## config.mk

```make
export PLATFORM = sky130hd
export DESIGN_NAME = ahb_sram_flash_memory_controller
export DESIGN_NICKNAME = d
export VERILOG_FILES = /design/src/hw/memctl_pkg.sv /design/src/hw/ahb_sram_flash_memory_controller.sv /design/src/hw/mc_slot_decode.sv /design/src/hw/mc_wait_timer.sv
export SDC_FILE = /design/constraint.sdc
export NUM_CORES = 1
export LEC_CHECK = 0
export ABC_CLOCK_PERIOD_IN_PS = 3900
export BUFFER_PORTS_ARGS = -buffer_cell sky130_fd_sc_hd__buf_2
export CAP_MARGIN = 20
export CORE_AREA = 4 4 165 167
export DETAILED_ROUTE_END_ITERATION = 8
export DIE_AREA = 0 0 169 171
export GPL_TIMING_DRIVEN = 0
export PLACE_DENSITY = 0.58
export SETUP_SLACK_MARGIN = 0.3
export SLEW_MARGIN = 10
export SYNTH_ARGS = -nofsm -noshare
export SYNTH_HDL_FRONTEND = slang
export SYNTH_SLANG_ARGS = --single-unit
```

## constraint.sdc

```tcl
create_clock -name i_ref_clk -period 3.9 [get_ports i_ref_clk]
set_input_delay 0.195 -clock i_ref_clk [delete_from_list [all_inputs] [get_ports i_ref_clk]]
set_output_delay 0.195 -clock i_ref_clk [all_outputs]
set_load 0.02 [all_outputs]
```

## src/hw/memctl_pkg.sv

```systemverilog
/*
  Shared constants and carrier types for the external SRAM/NVM memory controller.
  Assumes a single AHB-Lite master and one synchronous clock domain.
*/
package memctl_pkg;
  localparam int         PORTS       = 3;
  localparam int         PORT_ALIAS  = 0;
  localparam int         PORT_NVM    = 1;
  localparam int         PORT_RAM    = 2;
  localparam int         MEM_ADDR_W  = 28;
  localparam int         LANES       = 4;
  localparam logic [2:0] SIZE_BYTE   = 3'h0;
  localparam logic [2:0] SIZE_HALF   = 3'h1;
  localparam logic [2:0] SIZE_WORD   = 3'h2;
  localparam logic [1:0] RESP_OKAY   = 2'h0;
  localparam logic       ASSERT_N    = 1'b0;
  localparam logic       NEGATE_N    = 1'b1;
  localparam logic [3:0] LANES_OFF_N = 4'hF;
  localparam logic [31:0] RDATA_RST  = 32'h0;
  // Build-time option defaults, then the fixed synchronous RAM wait counts
  localparam bit         RAM_SYNC_DEF     = 1'b0;
  localparam bit         NVM_16BIT_DEF    = 1'b0;
  localparam logic [1:0] NVM_RD_WAIT_DEF  = 2'h1;
  localparam logic [1:0] NVM_WR_WAIT_DEF  = 2'h1;
  localparam logic [1:0] RAM_RD_WAIT_DEF  = 2'h1;
  localparam logic [1:0] RAM_WR_WAIT_DEF  = 2'h1;
  localparam logic [1:0] SYNC_RAM_RD_WAIT = 2'h1;
  localparam logic [1:0] SYNC_RAM_WR_WAIT = 2'h1;

  typedef struct packed {
    logic        sel;
    logic [1:0]  trans;
    logic        write;
    logic [2:0]  size;
    logic [31:0] addr;
    logic        ready;
    logic [31:0] wdata;
  } ahb_req_s;

  typedef struct packed {
    logic        readyout;
    logic [1:0]  resp;
    logic [31:0] rdata;
  } ahb_rsp_s;

  typedef struct packed {
    logic       nvm_select_n;
    logic       nvm_output_en_n;
    logic       nvm_write_en_n;
    logic       ram_select_n;
    logic       ram_output_en_n;
    logic       ram_write_en_n;
    logic [3:0] ram_lane_en_n;
    logic       combined_read_strobe_n;
    logic       combined_write_strobe_n;
    logic       ext_drive_en_n;
  } mem_ctl_s;

  typedef enum logic [2:0] {ST_IDLE, ST_READ, ST_WSETUP, ST_WRITE, ST_GAP} mc_state_e;
endpackage : memctl_pkg

```

## src/hw/ahb_sram_flash_memory_controller.sv

```systemverilog
/*
  AHB-Lite slave giving one master access to external NVM and SRAM over three slots.
  Assumes a single master, tri-state buffering above this block, and one clock.
*/
`timescale 1ns/10ps
module ahb_sram_flash_memory_controller
  import memctl_pkg::*;
#(
  parameter bit         P_RAM_SYNC    = RAM_SYNC_DEF,
  parameter bit         P_NVM_16BIT   = NVM_16BIT_DEF,
  parameter logic [1:0] P_NVM_RD_WAIT = NVM_RD_WAIT_DEF,
  parameter logic [1:0] P_NVM_WR_WAIT = NVM_WR_WAIT_DEF,
  parameter logic [1:0] P_RAM_RD_WAIT = RAM_RD_WAIT_DEF,
  parameter logic [1:0] P_RAM_WR_WAIT = RAM_WR_WAIT_DEF
) (
  input  wire logic              i_ref_clk,
  input  wire logic              i_resetn,
  input  wire logic              i_alias_sel = 1'b0,
  input  wire ahb_req_s          i_alias_region_port,
  input  wire ahb_req_s          i_nvm_region_port,
  input  wire ahb_req_s          i_ram_region_port,
  output ahb_rsp_s               o_alias_region_rsp,
  output ahb_rsp_s               o_nvm_region_rsp,
  output ahb_rsp_s               o_ram_region_rsp,
  input  wire logic [31:0]       i_ext_read_bus,
  output logic                   o_nvm_select_n,
  output logic                   o_nvm_output_en_n,
  output logic                   o_nvm_write_en_n,
  output logic                   o_ram_select_n,
  output logic                   o_ram_output_en_n,
  output logic                   o_ram_write_en_n,
  output logic [3:0]             o_ram_lane_en_n,
  output logic                   o_combined_read_strobe_n,
  output logic                   o_combined_write_strobe_n,
  output logic [MEM_ADDR_W-1:0]  o_ext_address_out,
  output logic                   o_ext_drive_en_n,
  output logic [31:0]            o_ext_write_bus
);

  function automatic logic [3:0] lane_mask(input logic [2:0] sz, input logic [1:0] a);
    case (sz)
      SIZE_BYTE: lane_mask = 4'h1 << a;
      SIZE_HALF: lane_mask = a[1] ? 4'hC : 4'h3;
      default:   lane_mask = 4'hF;
    endcase
  endfunction : lane_mask

  function automatic mem_ctl_s ctl_idle();
    ctl_idle = '{NEGATE_N, NEGATE_N, NEGATE_N, NEGATE_N, NEGATE_N, NEGATE_N,
                 LANES_OFF_N, NEGATE_N, NEGATE_N, NEGATE_N};
  endfunction : ctl_idle

  ahb_req_s [PORTS-1:0]  req;
  logic [PORTS-1:0]      start;
  logic                  any_start;
  logic [1:0]            start_idx;
  logic                  timer_zero;
  logic                  timer_load;
  logic [1:0]            timer_val;

  mc_state_e             state,   next_state;
  logic                  tgt_ram, next_tgt_ram;
  logic [1:0]            port,    next_port;
  logic [2:0]            size,    next_size;
  logic                  half,    next_half;
  logic [MEM_ADDR_W-1:0] addr,    next_addr;
  logic [31:0]           wbuf,    next_wbuf;
  logic [31:0]           wbus,    next_wbus;
  ahb_rsp_s              rsp,     next_rsp;
  mem_ctl_s              ctl,     next_ctl;
  logic                  nvm_split;
  logic [1:0]            rd_wait, wr_wait;

  assign req = {i_ram_region_port, i_nvm_region_port, i_alias_region_port};

  generate
    for (genvar g = 0; g < PORTS; g++) begin : g_slot
      mc_slot_decode u_dec (
        .i_req   (req[g]),
        .o_start (start[g])
      );
    end
  endgenerate

  mc_wait_timer u_timer (
    .i_ref_clk (i_ref_clk),
    .i_resetn  (i_resetn),
    .i_load    (timer_load),
    .i_count   (timer_val),
    .o_zero    (timer_zero)
  );

  assign any_start = |start;

  always_comb begin
    start_idx = 2'(PORT_ALIAS);
    for (int k = PORTS - 1; k >= 0; k--) begin
      if (start[k]) begin
        start_idx = 2'(k);
      end
    end
  end

  // Synchronous RAM uses fixed timing; wait options apply only when asynchronous
  always_comb begin
    rd_wait = P_NVM_RD_WAIT;
    wr_wait = P_NVM_WR_WAIT;
    if (tgt_ram) begin
      rd_wait = P_RAM_SYNC ? SYNC_RAM_RD_WAIT : P_RAM_RD_WAIT;
      wr_wait = P_RAM_SYNC ? SYNC_RAM_WR_WAIT : P_RAM_WR_WAIT;
    end
  end

  // A 16-bit NVM word is done as two halfword accesses, low half first
  assign nvm_split = P_NVM_16BIT && !tgt_ram && (size == SIZE_WORD);

  always_comb begin
    next_state   = state;
    next_tgt_ram = tgt_ram;
    next_port    = port;
    next_size    = size;
    next_half    = half;
    next_addr    = addr;
    next_wbuf    = wbuf;
    next_wbus    = wbus;
    next_rsp     = rsp;
    next_ctl     = ctl;
    timer_load   = 1'b0;
    timer_val    = 2'h0;
    case (state)
      ST_IDLE: begin
        if (any_start) begin
          next_port    = start_idx;
          next_tgt_ram = (start_idx == 2'(PORT_RAM)) ||
                         ((start_idx == 2'(PORT_ALIAS)) && i_alias_sel);
          next_size    = req[start_idx].size;
          next_addr    = req[start_idx].addr[MEM_ADDR_W-1:0];
          next_half    = 1'b0;
          next_rsp.readyout = 1'b0;
          next_ctl.nvm_select_n = next_tgt_ram;
          next_ctl.ram_select_n = !next_tgt_ram;
          if (next_tgt_ram) begin
            next_ctl.ram_lane_en_n = ~lane_mask(next_size,
                                                next_addr[1:0]);
          end
          if (req[start_idx].write) begin
            next_state = ST_WSETUP;
          end else begin
            next_state = ST_READ;
            next_ctl.nvm_output_en_n = next_tgt_ram;
            next_ctl.ram_output_en_n = !next_tgt_ram;
            timer_load = 1'b1;
            timer_val  = (next_tgt_ram) ? (P_RAM_SYNC ? SYNC_RAM_RD_WAIT : P_RAM_RD_WAIT)
                                        : P_NVM_RD_WAIT;
          end
        end
      end
      ST_READ: begin
        if (timer_zero) begin
          if (nvm_split && !half) begin
            next_half = 1'b1;
            next_rsp.rdata[15:0] = i_ext_read_bus[15:0];
            next_addr[1] = 1'b1;
            timer_load = 1'b1;
            timer_val  = rd_wait;
          end else begin
            if (nvm_split) begin
              next_rsp.rdata = {i_ext_read_bus[15:0], rsp.rdata[15:0]};
            end else if (P_NVM_16BIT && !tgt_ram) begin
              next_rsp.rdata = {2{i_ext_read_bus[15:0]}};
            end else begin
              next_rsp.rdata = i_ext_read_bus;
            end
            next_rsp.readyout = 1'b1;
            next_ctl   = ctl_idle();
            next_state = ST_IDLE;
          end
        end
      end
      ST_WSETUP: begin
        // Write data arrives in the AHB data phase, one cycle after the address
        next_wbuf = req[port].wdata;
        if (P_NVM_16BIT && !tgt_ram) begin
          next_wbus = {16'h0, (addr[1] && !nvm_split) ? next_wbuf[31:16] : next_wbuf[15:0]};
        end else begin
          next_wbus = next_wbuf;
        end
        next_ctl.ext_drive_en_n = ASSERT_N;
        next_ctl.nvm_write_en_n = tgt_ram;
        next_ctl.ram_write_en_n = !tgt_ram;
        timer_load = 1'b1;
        timer_val  = wr_wait - 2'h1;
        next_state = ST_WRITE;
      end
      ST_WRITE: begin
        if (timer_zero) begin
          next_ctl.nvm_write_en_n = NEGATE_N;
          next_ctl.ram_write_en_n = NEGATE_N;
          next_ctl.ext_drive_en_n = NEGATE_N;
          if (nvm_split && !half) begin
            next_state = ST_GAP;
          end else begin
            next_rsp.readyout = 1'b1;
            next_ctl   = ctl_idle();
            next_state = ST_IDLE;
          end
        end
      end
      ST_GAP: begin
        // One cycle with write enable high separates the two NVM halves
        next_half    = 1'b1;
        next_addr[1] = 1'b1;
        next_wbus    = {16'h0, wbuf[31:16]};
        next_ctl.nvm_write_en_n = ASSERT_N;
        next_ctl.ext_drive_en_n = ASSERT_N;
        timer_load = 1'b1;
        timer_val  = wr_wait - 2'h1;
        next_state = ST_WRITE;
      end
      default: begin
        next_ctl   = ctl_idle();
        next_state = ST_IDLE;
      end
    endcase
    next_ctl.combined_read_strobe_n  = next_ctl.nvm_output_en_n &
                                       next_ctl.ram_output_en_n;
    next_ctl.combined_write_strobe_n = next_ctl.nvm_write_en_n &
                                       next_ctl.ram_write_en_n;
  end

  always_ff @(posedge i_ref_clk or negedge i_resetn) begin
    if (!i_resetn) begin
      state   <= ST_IDLE;
      tgt_ram <= 1'b0;
      port    <= 2'h0;
      size    <= SIZE_BYTE;
      half    <= 1'b0;
      addr    <= '0;
      wbuf    <= 32'h0;
      wbus    <= 32'h0;
      rsp     <= '{1'b1, RESP_OKAY, RDATA_RST};
      ctl     <= '{NEGATE_N, NEGATE_N, NEGATE_N, NEGATE_N, NEGATE_N, NEGATE_N,
                   LANES_OFF_N, NEGATE_N, NEGATE_N, NEGATE_N};
    end else begin
      state   <= next_state;
      tgt_ram <= next_tgt_ram;
      port    <= next_port;
      size    <= next_size;
      half    <= next_half;
      addr    <= next_addr;
      wbuf    <= next_wbuf;
      wbus    <= next_wbus;
      rsp     <= next_rsp;
      ctl     <= next_ctl;
    end
  end

  // One master means one answer shared by all three slots; separate pins, no tri-state
  assign o_alias_region_rsp        = rsp;
  assign o_nvm_region_rsp          = rsp;
  assign o_ram_region_rsp          = rsp;
  assign o_nvm_select_n            = ctl.nvm_select_n;
  assign o_nvm_output_en_n         = ctl.nvm_output_en_n;
  assign o_nvm_write_en_n          = ctl.nvm_write_en_n;
  assign o_ram_select_n            = ctl.ram_select_n;
  assign o_ram_output_en_n         = ctl.ram_output_en_n;
  assign o_ram_write_en_n          = ctl.ram_write_en_n;
  assign o_ram_lane_en_n           = ctl.ram_lane_en_n;
  assign o_combined_read_strobe_n  = ctl.combined_read_strobe_n;
  assign o_combined_write_strobe_n = ctl.combined_write_strobe_n;
  assign o_ext_drive_en_n          = ctl.ext_drive_en_n;
  assign o_ext_address_out         = addr;
  assign o_ext_write_bus           = wbus;

  // Checking helpers: length of the current low pulse of each NVM and RAM output enable and write enable
  logic [3:0] noe_len, nwe_len, roe_len, rwe_len;
  always_ff @(posedge i_ref_clk or negedge i_resetn) begin
    if (!i_resetn) begin
      noe_len <= 4'h0;
      nwe_len <= 4'h0;
      roe_len <= 4'h0;
      rwe_len <= 4'h0;
    end else begin
      noe_len <= o_nvm_output_en_n ? 4'h0 : noe_len + 4'h1;
      nwe_len <= o_nvm_write_en_n ? 4'h0 : nwe_len + 4'h1;
      roe_len <= o_ram_output_en_n ? 4'h0 : roe_len + 4'h1;
      rwe_len <= o_ram_write_en_n ? 4'h0 : rwe_len + 4'h1;
    end
  end
endmodule : ahb_sram_flash_memory_controller

```

## src/hw/mc_slot_decode.sv

```systemverilog
/*
  Recognises a valid AHB address phase on one slave slot.
  Assumes HREADY from the fabric is the common ready seen by all slots.
*/
`timescale 1ns/10ps
module mc_slot_decode
  import memctl_pkg::*;
(
  input  wire ahb_req_s i_req,
  output logic          o_start
);
  // NONSEQ or SEQ while selected and the bus is ready
  assign o_start = i_req.sel & i_req.trans[1] & i_req.ready;
endmodule : mc_slot_decode

```

## src/hw/mc_wait_timer.sv

```systemverilog
/*
  Down counter that times wait states of one memory access.
  Assumes loads come from the controller state machine only.
*/
`timescale 1ns/10ps
module mc_wait_timer
  import memctl_pkg::*;
(
  input  wire logic       i_ref_clk,
  input  wire logic       i_resetn,
  input  wire logic       i_load,
  input  wire logic [1:0] i_count,
  output logic            o_zero
);
  logic [1:0] cnt;
  logic [1:0] next_cnt;

  always_comb begin
    next_cnt = cnt;
    if (i_load) begin
      next_cnt = i_count;
    end else if (cnt != 2'h0) begin
      next_cnt = cnt - 2'h1;
    end
  end

  always_ff @(posedge i_ref_clk or negedge i_resetn) begin
    if (!i_resetn) begin
      cnt <= 2'h0;
    end else begin
      cnt <= next_cnt;
    end
  end

  assign o_zero = (cnt == 2'h0);
endmodule : mc_wait_timer

```

======== After elaboration in Yosys (flattened, before gate mapping) ========
Index checks and enable logic that the tools add are counted.
storage, ports and cells
  output and inout port bits .............. 178
  word-level logic and storage cells ...... 112
  bits in registers ....................... 146
  input port bits ......................... 251
operators by class
  reduce and logical (&&, ||, !) cells .... 25
  mux-type cells .......................... 43
  equality and inequality tests ........... 9
  magnitude comparators ................... 2
  $add $sub $neg .......................... 1
  bitwise operators ....................... 11
  shift operators ......................... 1
operator list
  cell                                                                           count
  72-bit binary-select mux with 2-bit select                                     2
  69-bit two-way mux                                                             1
  32-bit case mux with 2 select lines                                            1
  32-bit two-way mux                                                             1
  4-bit two-way mux                                                              6
  2-bit two-way mux                                                              10
  13-bit two-way mux                                                             1
  2-bit case mux with 3 select lines                                             2
  4-bit case mux with 3 select lines                                             1
  2-bit AND reduction                                                            5
  2-bit nonzero test                                                             5
  3-bit case mux with 3 select lines                                             1
  1-bit bitwise AND                                                              8
  1-bit two-way mux                                                              8
  4-bit case mux with 2 select lines                                             1
  3-bit by 1-bit == test with 1-bit output (second input constant)               2
  3-bit by 2-bit == test with 1-bit output (second input constant)               2
  3-bit zero test                                                                2
  2-bit by 3-bit less-than comparator with 1-bit output (second input constant)  2
  3-bit two-way mux                                                              2
  1-bit case mux with 2 select lines                                             3
  1-bit case mux with 3 select lines                                             2
  3-bit AND reduction                                                            2
  2-bit OR reduction                                                             3
  15 further kinds                                                               19

======== Longest topological paths before layout ========
Gate-level depths: netlist of run 1.
  depth after elaboration ................. 16
  mapped depth ............................ 8
  depth with buffers taken out ............ 5

======== Hierarchy ========
From an unflattened synthesis of run 1, not the netlist that was laid out.
second synthesis, totals
  cell total of the unflattened synthesis .. 676
  area total of the unflattened synthesis .. 6283.5 sq um
by module, submodules not included
  module                            sequential area each (sq um)  area an instance (sq um)  instances  cells an instance
  ahb_sram_flash_memory_controller  2795.2                        6152.2                    1          661
  mc_wait_timer                     50.0                          112.6                     1          12
  mc_slot_decode                    0.0                           6.3                       3          1

======== Least setup slack after synthesis of run 1 ========
OpenSTA, ideal clock, no wires.
  path kind ............................... register to register
  start ................................... register u_timer.cnt[0]
  end ..................................... register rsp (netlist bit o_alias_region_rsp[10])
  path slack .............................. 2.178 ns
  setup time .............................. 0.125 ns
  required time ........................... 3.775 ns
  buffers on the path ..................... 2
  clock period less this slack ............ 1.722 ns
  stages on the path, launching flop included .. 8
  data arrival time ....................... 1.597 ns
  cells stage by stage .................... dfrtp_1 -> inv_1 -> ha_1 -> and2_1 -> nand2b_1 -> clkbuf_1 -> buf_2 -> mux2_2
on the way
  word-level cells in the longest chain between the ends .. 2
RTL lines
  what                                  RTL line                                 RTL
  from (decl)                           mc_wait_timer.sv:15                      logic [1:0] cnt;
  from (signal assigned)                mc_wait_timer.sv:31                      cnt <= next_cnt;
  2-bit zero test                       mc_wait_timer.sv:35                      assign o_zero = (cnt == 2'h0);
  2-bit AND reduction (no source line)  -
  to (signal assigned)                  ahb_sram_flash_memory_controller.sv:241  rsp <= '{1'b1, RESP_OKAY, RDATA_RST};
  to (signal assigned)                  ahb_sram_flash_memory_controller.sv:253  rsp <= next_rsp;
  to (decl)                             ahb_sram_flash_memory_controller.sv:69   ahb_rsp_s rsp, next_rsp;
No other way between the ends.
A chain may end at the register's enable or synchronous reset.

======== Worst setup path in the final report of run 1 ========
  start ................................... register state[1]
  end ..................................... register addr[22] (netlist: o_ext_address_out[22])
on the way
  word-level cells in the longest chain between the ends .. 2
RTL lines
  what                                  RTL line                                 RTL
  from (decl)                           ahb_sram_flash_memory_controller.sv:61   mc_state_e state, next_state;
  from (signal assigned)                ahb_sram_flash_memory_controller.sv:245  state <= next_state;
  3-bit zero test                       ahb_sram_flash_memory_controller.sv:130  case (state)
  2-bit AND reduction (no source line)  -
  to (signal assigned)                  ahb_sram_flash_memory_controller.sv:250  addr <= next_addr;
  to (decl)                             ahb_sram_flash_memory_controller.sv:66   logic [MEM_ADDR_W-1:0] addr, next_addr;
No other way between the ends.

==> results.sh, run 1 <==
export IMPL_status="complete, no violations"
export IMPL_clkLatencyLatePin_ns=0.41
export IMPL_layout_nets=1341
export IMPL_cp_max_fo=10
export IMPL_finalWirelength_microns=23170
export IMPL_crit_path_cell_trace="clkbuf_1 -> or2_2 -> a21oi_2 -> buf_2 -> o22ai_1 -> o21ai_0"
export IMPL_synthTopCellsByCount="99 x dfrtp_1, 73 x buf_4, 71 x nand2_1"
export IMPL_io_buffers=407
export IMPL_skew_ns=0.009349
export IMPL_worst_pin_slew_ns=0.7176
export IMPL_ioPinCount=429
export IMPL_r2r_start="state[1]"
export IMPL_power_frac_comb=0.534
export IMPL_pre_cts_ws_ns=1.640
export IMPL_critPathLaunchType="flip-flop"
export IMPL_yosysSeqAreaShare=0.4620
export IMPL_max_cap_viol_count=0
export IMPL_setup_tns_final_ns=0
export IMPL_clkPwrFrac=0.198
export IMPL_track_usage=0.1516
export IMPL_die_h_microns=171
export IMPL_antenna_found_initial=0
export IMPL_cts_clk_slew_worst_paths_ns=0.06
export IMPL_cp_required_ns=4.23
export IMPL_avgSynthCellArea_sq_um=9.668
export IMPL_critPathLaunch="state[1]"
export IMPL_final_area_sq_um=9477
export IMPL_dp_cells=1385
export IMPL_finalNonFillerCells=1437
export IMPL_cts_hold_buf=19
export IMPL_numCtsBuffers=17
export IMPL_crit_end="o_ext_address_out[22]"
export IMPL_synthArstFlopShare=1.000
export IMPL_critical_path_class="reg2reg"
export IMPL_grt_pass1_vias=6264
export IMPL_synth_most_common_cell="dfrtp_1"
export IMPL_grt_setup_unrepaired="false"
export IMPL_core_sq_um=25760
export IMPL_p_leak_nw=4.779
export IMPL_slew_violations=0
export IMPL_area_delta_synth_final_pct=53.88
export IMPL_cts_sinks=113
export IMPL_hold_violations=0
export IMPL_netlist_top_cell_by_area="dfrtp_1"
export IMPL_clockBufferDepth=2
export IMPL_placed_area_sq_um=8667
export IMPL_routabilityCongestion=0.8718
export IMPL_slew_headroom=0.5092
export IMPL_initial_utilization=0.2390
export IMPL_cp_slowest_cell="a21oi_2"
export IMPL_first_iter_violations=179
export IMPL_viasPerCell=4.326
export IMPL_drive_above_1_share=0.5508
export IMPL_period_share=0.5495
export IMPL_p_sw_frac=0.4360
export IMPL_crit_arrival_ns=2.47
export IMPL_vias=6217
export IMPL_syn_area_sq_um=6158
export IMPL_r2r_end="o_ext_address_out[22]"
export IMPL_share_seq_of_total_power=0.268
export IMPL_drc=0
export IMPL_synth_cell_types=47
export IMPL_power_net_switching_mw=3.524
export IMPL_power_density_nw_per_um2=852.9
export IMPL_die_area_sq_um=28900
export IMPL_intPower_mw=4.558
export IMPL_drt_pass1_iterations=7
export IMPL_fill_cells=2649
export IMPL_critPathCaptureType="flip-flop"
export IMPL_wl_per_cell_microns=16.13
export IMPL_cts_root_buf="clkbuf_16"
export IMPL_die_w_microns=169
export IMPL_cts_resized=0
export IMPL_report_final_setup_viol=0
export IMPL_layout_min_cycle_time_ns=2.143
export IMPL_antennaDiodeCount=0
export IMPL_ir_drop_v=0.0004475
export IMPL_max_freq_mhz=466.6
export IMPL_cts_tree="yes"
export IMPL_cts_max_level=4
export IMPL_grt_max_degree=75
export IMPL_r2r_cells=6
export IMPL_fin_ws_ns=1.757
export IMPL_yosysTopAreaCellShare=0.4023
export IMPL_grt_first_pass_wirelength_microns=34260
export IMPL_grt_overflow=0
export IMPL_synth_seq_cells=113
export IMPL_hpwl_microns=18850
export IMPL_synth_edf_count=0
export IMPL_yosysWarnings=0
export IMPL_reg2reg_slack_ns=1.76
export IMPL_rows=59
export IMPL_max_stage_delay_ns=0.43
export IMPL_synth_area_leaders="dfrtp_1 40%, mux2_2 9.9%, buf_4 8.9%"
export IMPL_hold_path_class="in2reg"
export IMPL_synth_cells=637
export IMPL_postRouteAntennaNets=0
export IMPL_postCtsSetupBuffers=0
export IMPL_ys_flop_type="dfrtp_1"
## metal layers
| layer | share of wire | routed length (microns) | up-vias | global-route usage |
|---|---|---|---|---|
| met5 | 0 | 0 | - | 0 |
| met4 | 0.024 | 546 | 0 | 0.05425 |
| met3 | 0.088 | 2049 | 29 | 0.04506 |
| met2 | 0.51 | 11780 | 300 | 0.2739 |
| met1 | 0.38 | 8794 | 2824 | 0.1697 |
| li1 | - | - | 3064 | - |
## power by group through the flow
| stage | clock, mW | sequential, mW | combinational [mW] |
|---|---|---|---|
| finish | 1.60 | 2.16 | 4.32 |
| global route | 1.73 | 2.25 | 4.69 |
| CTS | 1.67 | 2.17 | 4.38 |
| detailed placement | 0 | 2.18 | 4.37 |
| global placement | 0 | 2.15 | 4.33 |
| floorplan | 0 | 2.78 | 2.23 |
## worst min-delay path by stage
stage | to | start | depth (start not counted)
finish | o_alias_region_rsp[12] | i_ext_read_bus[12] | 2
global placement | o_alias_region_rsp[16] | i_ext_read_bus[16] | 2
floorplan | o_alias_region_rsp[0] | i_resetn | 0
CTS | o_alias_region_rsp[11] | i_ext_read_bus[11] | 2
detailed placement | wbuf[6] | i_resetn | 1
global route | o_alias_region_rsp[11] | i_ext_read_bus[11] | 2
## sequential cells by signal, summed over array words and instances, names as in the netlist, 2 cells and up
register,cells
port,2
wbuf,32
o_ext_address_out,28
o_ram_lane_en_n,4
u_timer.cnt,2
state,2
o_alias_region_rsp,33
## cell type report
class                           instances  area (sq um)  area share
Clock inverter                         14         180.2     0.01901
Multi-Input combinational cell        409          2570      0.2712
Buffer                                115         743.2     0.07843
Timing Repair Buffer                  428          2271      0.2396
Inverter                                5         18.77    0.001980
Tap cell                              335         419.2     0.04423
Clock buffer                           18         429.2     0.04529
Sequential cell                       113          2845      0.3002
## worst max-delay path, delay by kind of cell (launching register included)
kind | cells | cell delay [ns]
buffers and inverters | 2 | 0.56
and+or+nand+nor | 1 | 0.42
AOI/OAI and AO/OA | 3 | 0.74
DFF | 1 | 0.35
## cells by family (layout without fill, tap and decap cells)
logic type,after synthesis,in the layout,share of synthesized area
compound gates,160,160,0.1514
simple gates,153,153,0.1046
buf+inv,120,580,0.1237
flops,113,113,0.4620
mux,88,88,0.1542
fa+ha+maj,1,1,0.002031
other cells,1,6,0.0006089
xor+xnor,1,1,0.001422
## layout by cell type (no fill, tap or decap), types with 6 or more instances in the layout
master and count:
dlygate4sd3_1 20, buf_2 424, buf_4 73, dfstp_2 14, mux2i_1 33, nand3_1 9
clkbuf_1 23, nand2_1 71, clkbuf_16 17, a21oi_1 41, conb_1 6, o22ai_1 25
o21ai_0 66, dfrtp_1 99, nor2_1 51, mux2_2 54
## per-stage QoR
step | hold slack [ns] | total power, mW | utilization
final | 0.02490 | 8.082 | 0.3678
after global routing | 0.005941 | 8.675 | 0.3678
after CTS | 0.001498 | 8.220 | 0.3674
after detailed placement | 0.1251 | 6.547 | 0.3364
after global placement | 0.4091 | 6.482 | 0.3351
after floorplan | -0.1006 | 5.016 | -
(Power assumes the default switching activity.)
==> run 2, diff against run 1 <==
Settings changed: ABC_CLOCK_PERIOD_IN_PS 3900 to 2000.
Clock period 3.9 ns to 2 ns, I/O delays scaled along.
==> run 2 against run 1 <==
  * Total power up 100%
  * Global-route usage up 0.68 points
  * Register-to-register slack worse by 1.4 ns
  * First-iteration DRC count down 1.1%
  * Sequential cell count unchanged
  * Largest cell class unchanged
==> results.sh, run 2 (synthesis gave the netlist of run 1 again) <==
export IMPL_status="complete, no violations"
export IMPL_utilization=0.3978
export IMPL_seqCellArea_sq_um=2845
export IMPL_initial_utilization=0.2390
export IMPL_hp_start="i_ram_region_port[11]"
export IMPL_p_sw_frac=0.4312
export IMPL_postRouteAntennaNets=0
export IMPL_worst_pin_slew_ns=0.7179
export IMPL_multi_input_area_sq_um=2600
export IMPL_crit_family="buffers and inverters"
export IMPL_antennaDiodeCount=0
export IMPL_slew_headroom=0.5090
export IMPL_p_leak_nw=5.143
export IMPL_critPathLaunch="state[1]"
export IMPL_worst_path_buf_inv=3
export IMPL_grt_max_degree=75
export IMPL_io_buffers=407
export IMPL_r2r_start="state[1]"
export IMPL_hold_path_class="in2reg"
export IMPL_fill_cells=2553
export IMPL_cp_required_ns=2.32
export IMPL_core_sq_um=25760
export IMPL_intPower_mw=9.229
export IMPL_final_common_cell="buf_2"
export IMPL_power_net_switching_mw=6.998
export IMPL_area_delta_synth_final_pct=66.42
export IMPL_clockBufferDepth=2
export IMPL_max_stage_delay_ns=0.36
export IMPL_grt_pass1_vias=6699
export IMPL_share_seq_of_total_power=0.260
export IMPL_clkLatencyLatePin_ns=0.41
export IMPL_crit_arrival_ns=1.93
export IMPL_layout_nets=1407
export IMPL_hold_violations=0
export IMPL_clkPwrFrac=0.193
export IMPL_drc=0
export IMPL_grt_overflow=0
export IMPL_hpwl_microns=18850
export IMPL_track_usage=0.1583
export IMPL_cts_clk_slew_worst_paths_ns=0.05
export IMPL_routabilityCongestion=0.8718
export IMPL_cts_max_level=4
export IMPL_power_density_nw_per_um2=1583
export IMPL_finalWirelength_microns=24160
export IMPL_grt_first_pass_wirelength_microns=35870
export IMPL_vias=6547
export IMPL_critPathCaptureType="flip-flop"
export IMPL_first_iter_violations=177
export IMPL_ir_drop_v=0.0009986
export IMPL_rows=59
export IMPL_max_freq_mhz=622.0
export IMPL_antenna_found_initial=0
export IMPL_die_h_microns=171
export IMPL_cts_tree="yes"
export IMPL_cts_root_buf="clkbuf_16"
export IMPL_largest_reg_flops=33
export IMPL_crit_path_cell_trace="buf_4 -> or2_4 -> a211oi_4 -> buf_4 -> buf_4 -> o21a_1 -> nor3_1"
export IMPL_final_cell_mix="413 x buf_2, 99 x dfrtp_1, 85 x buf_4"
export IMPL_layout_min_cycle_time_ns=1.608
export IMPL_ioPinCount=429
export IMPL_dp_cells=1385
export IMPL_crit_top_cell="buf_4"
export IMPL_die_w_microns=169
export IMPL_cts_sinks=113
export IMPL_skew_ns=0.01123
export IMPL_viasPerCell=4.356
export IMPL_critPathLaunchType="flip-flop"
export IMPL_cp_slowest_cell="dfrtp_1"
export IMPL_drive_above_1_share=0.5428
export IMPL_period_share=0.8038
export IMPL_power_frac_comb=0.547
export IMPL_cp_max_fo=8
export IMPL_report_final_setup_viol=0
export IMPL_die_area_sq_um=28900
export IMPL_numCtsBuffers=17
export IMPL_finalNonFillerCells=1503
export IMPL_grt_setup_unrepaired="false"
export IMPL_slew_violations=0
export IMPL_max_cap_viol_count=0
export IMPL_drt_pass1_iterations=4
export IMPL_wl_per_cell_microns=16.08
export IMPL_critical_path_class="reg2reg"
==> run 2: cell types whose count changed in the layout (fill, tap and decap cells not counted), sizes merged <==
cell and delta:
dlygate4sd3 +57, clkbuf +1, buf +8
==> run 2: stage by stage <==
stage	power, mW	hold slack (ns)	TNS (ns)	instance area (sq um)	worst slack (ns)
after floorplan	9.782	-0.1956	0	6177	0.2785
after global placement	12.64	0.3141	-68.50	8633	-0.6078
after detailed placement	12.77	0.03012	-11.17	8667	-0.2598
after CTS	16.32	0.001496	0	10170	0.2106
after global routing	17.36	0.02345	0	10250	0.3042
final	16.23	0.01932	0	10250	0.3923
==> run 2: path summary, 6_finish.rpt <==
kind / end / slack (ns) / cells after the start
worst max-delay path: o_ram_lane_en_n[0] / 0.39 / 7
worst min-delay path: wbuf[11] / 0.02 / 3
worst max register to register: o_ram_lane_en_n[0] / 0.39 / 7
worst min register to register: wbuf[26] / 0.47 / 2
max in group asynchronous: o_ram_lane_en_n[2] / 1.10 / 3
min in group asynchronous: wbuf[6] / 0.16 / 2
==> run 2: power by group through the flow <==
| stage | sequential [mW] | combinational (mW) | clock, mW |
|---|---|---|---|
| 2_1_floorplan | 5.43 | 4.35 | 0 |
| 3_3_place_gp | 4.20 | 8.45 | 0 |
| 3_5_place_dp | 4.25 | 8.52 | 0 |
| 4_1_cts | 4.23 | 8.84 | 3.25 |
| 5_1_grt | 4.39 | 9.59 | 3.38 |
| 6_report | 4.22 | 8.88 | 3.13 |
==> run 2: cell type report <==
type / instances / area share
Buffer: 115 / 0.08229
Clock buffer: 18 / 0.04188
Clock inverter: 14 / 0.01758
Inverter: 5 / 0.001831
Multi-Input combinational cell: 409 / 0.2537
Sequential cell: 113 / 0.2776
Tap cell: 335 / 0.04090
Timing Repair Buffer: 494 / 0.2842
==> run 2: worst register-to-register path: stages, from the launching register on <==
cell,delay [ns]
dfrtp_1,0.36
buf_4,0.17
or2_4,0.28
a211oi_4,0.27
buf_4,0.16
buf_4,0.10
o21a_1,0.14
nor3_1,0.06
==> run 2: timing repair <==
action	in CTS	in global routing
resized for setup	29	30
pin swaps	2	4
buffers inserted	6	3
hold buffers	76	1
gates cloned	0	0
endpoints found under the hold margin	116	1
endpoints found under the setup margin	105	95
==> run 2: per-layer routing <==
layer	up-vias	routed length, microns	track usage
li1	3192	-	-
met1	3033	9243	0.1764
met2	291	12530	0.2925
met3	31	1870	0.04251
met4	0	521	0.05285
met5	-	0	0
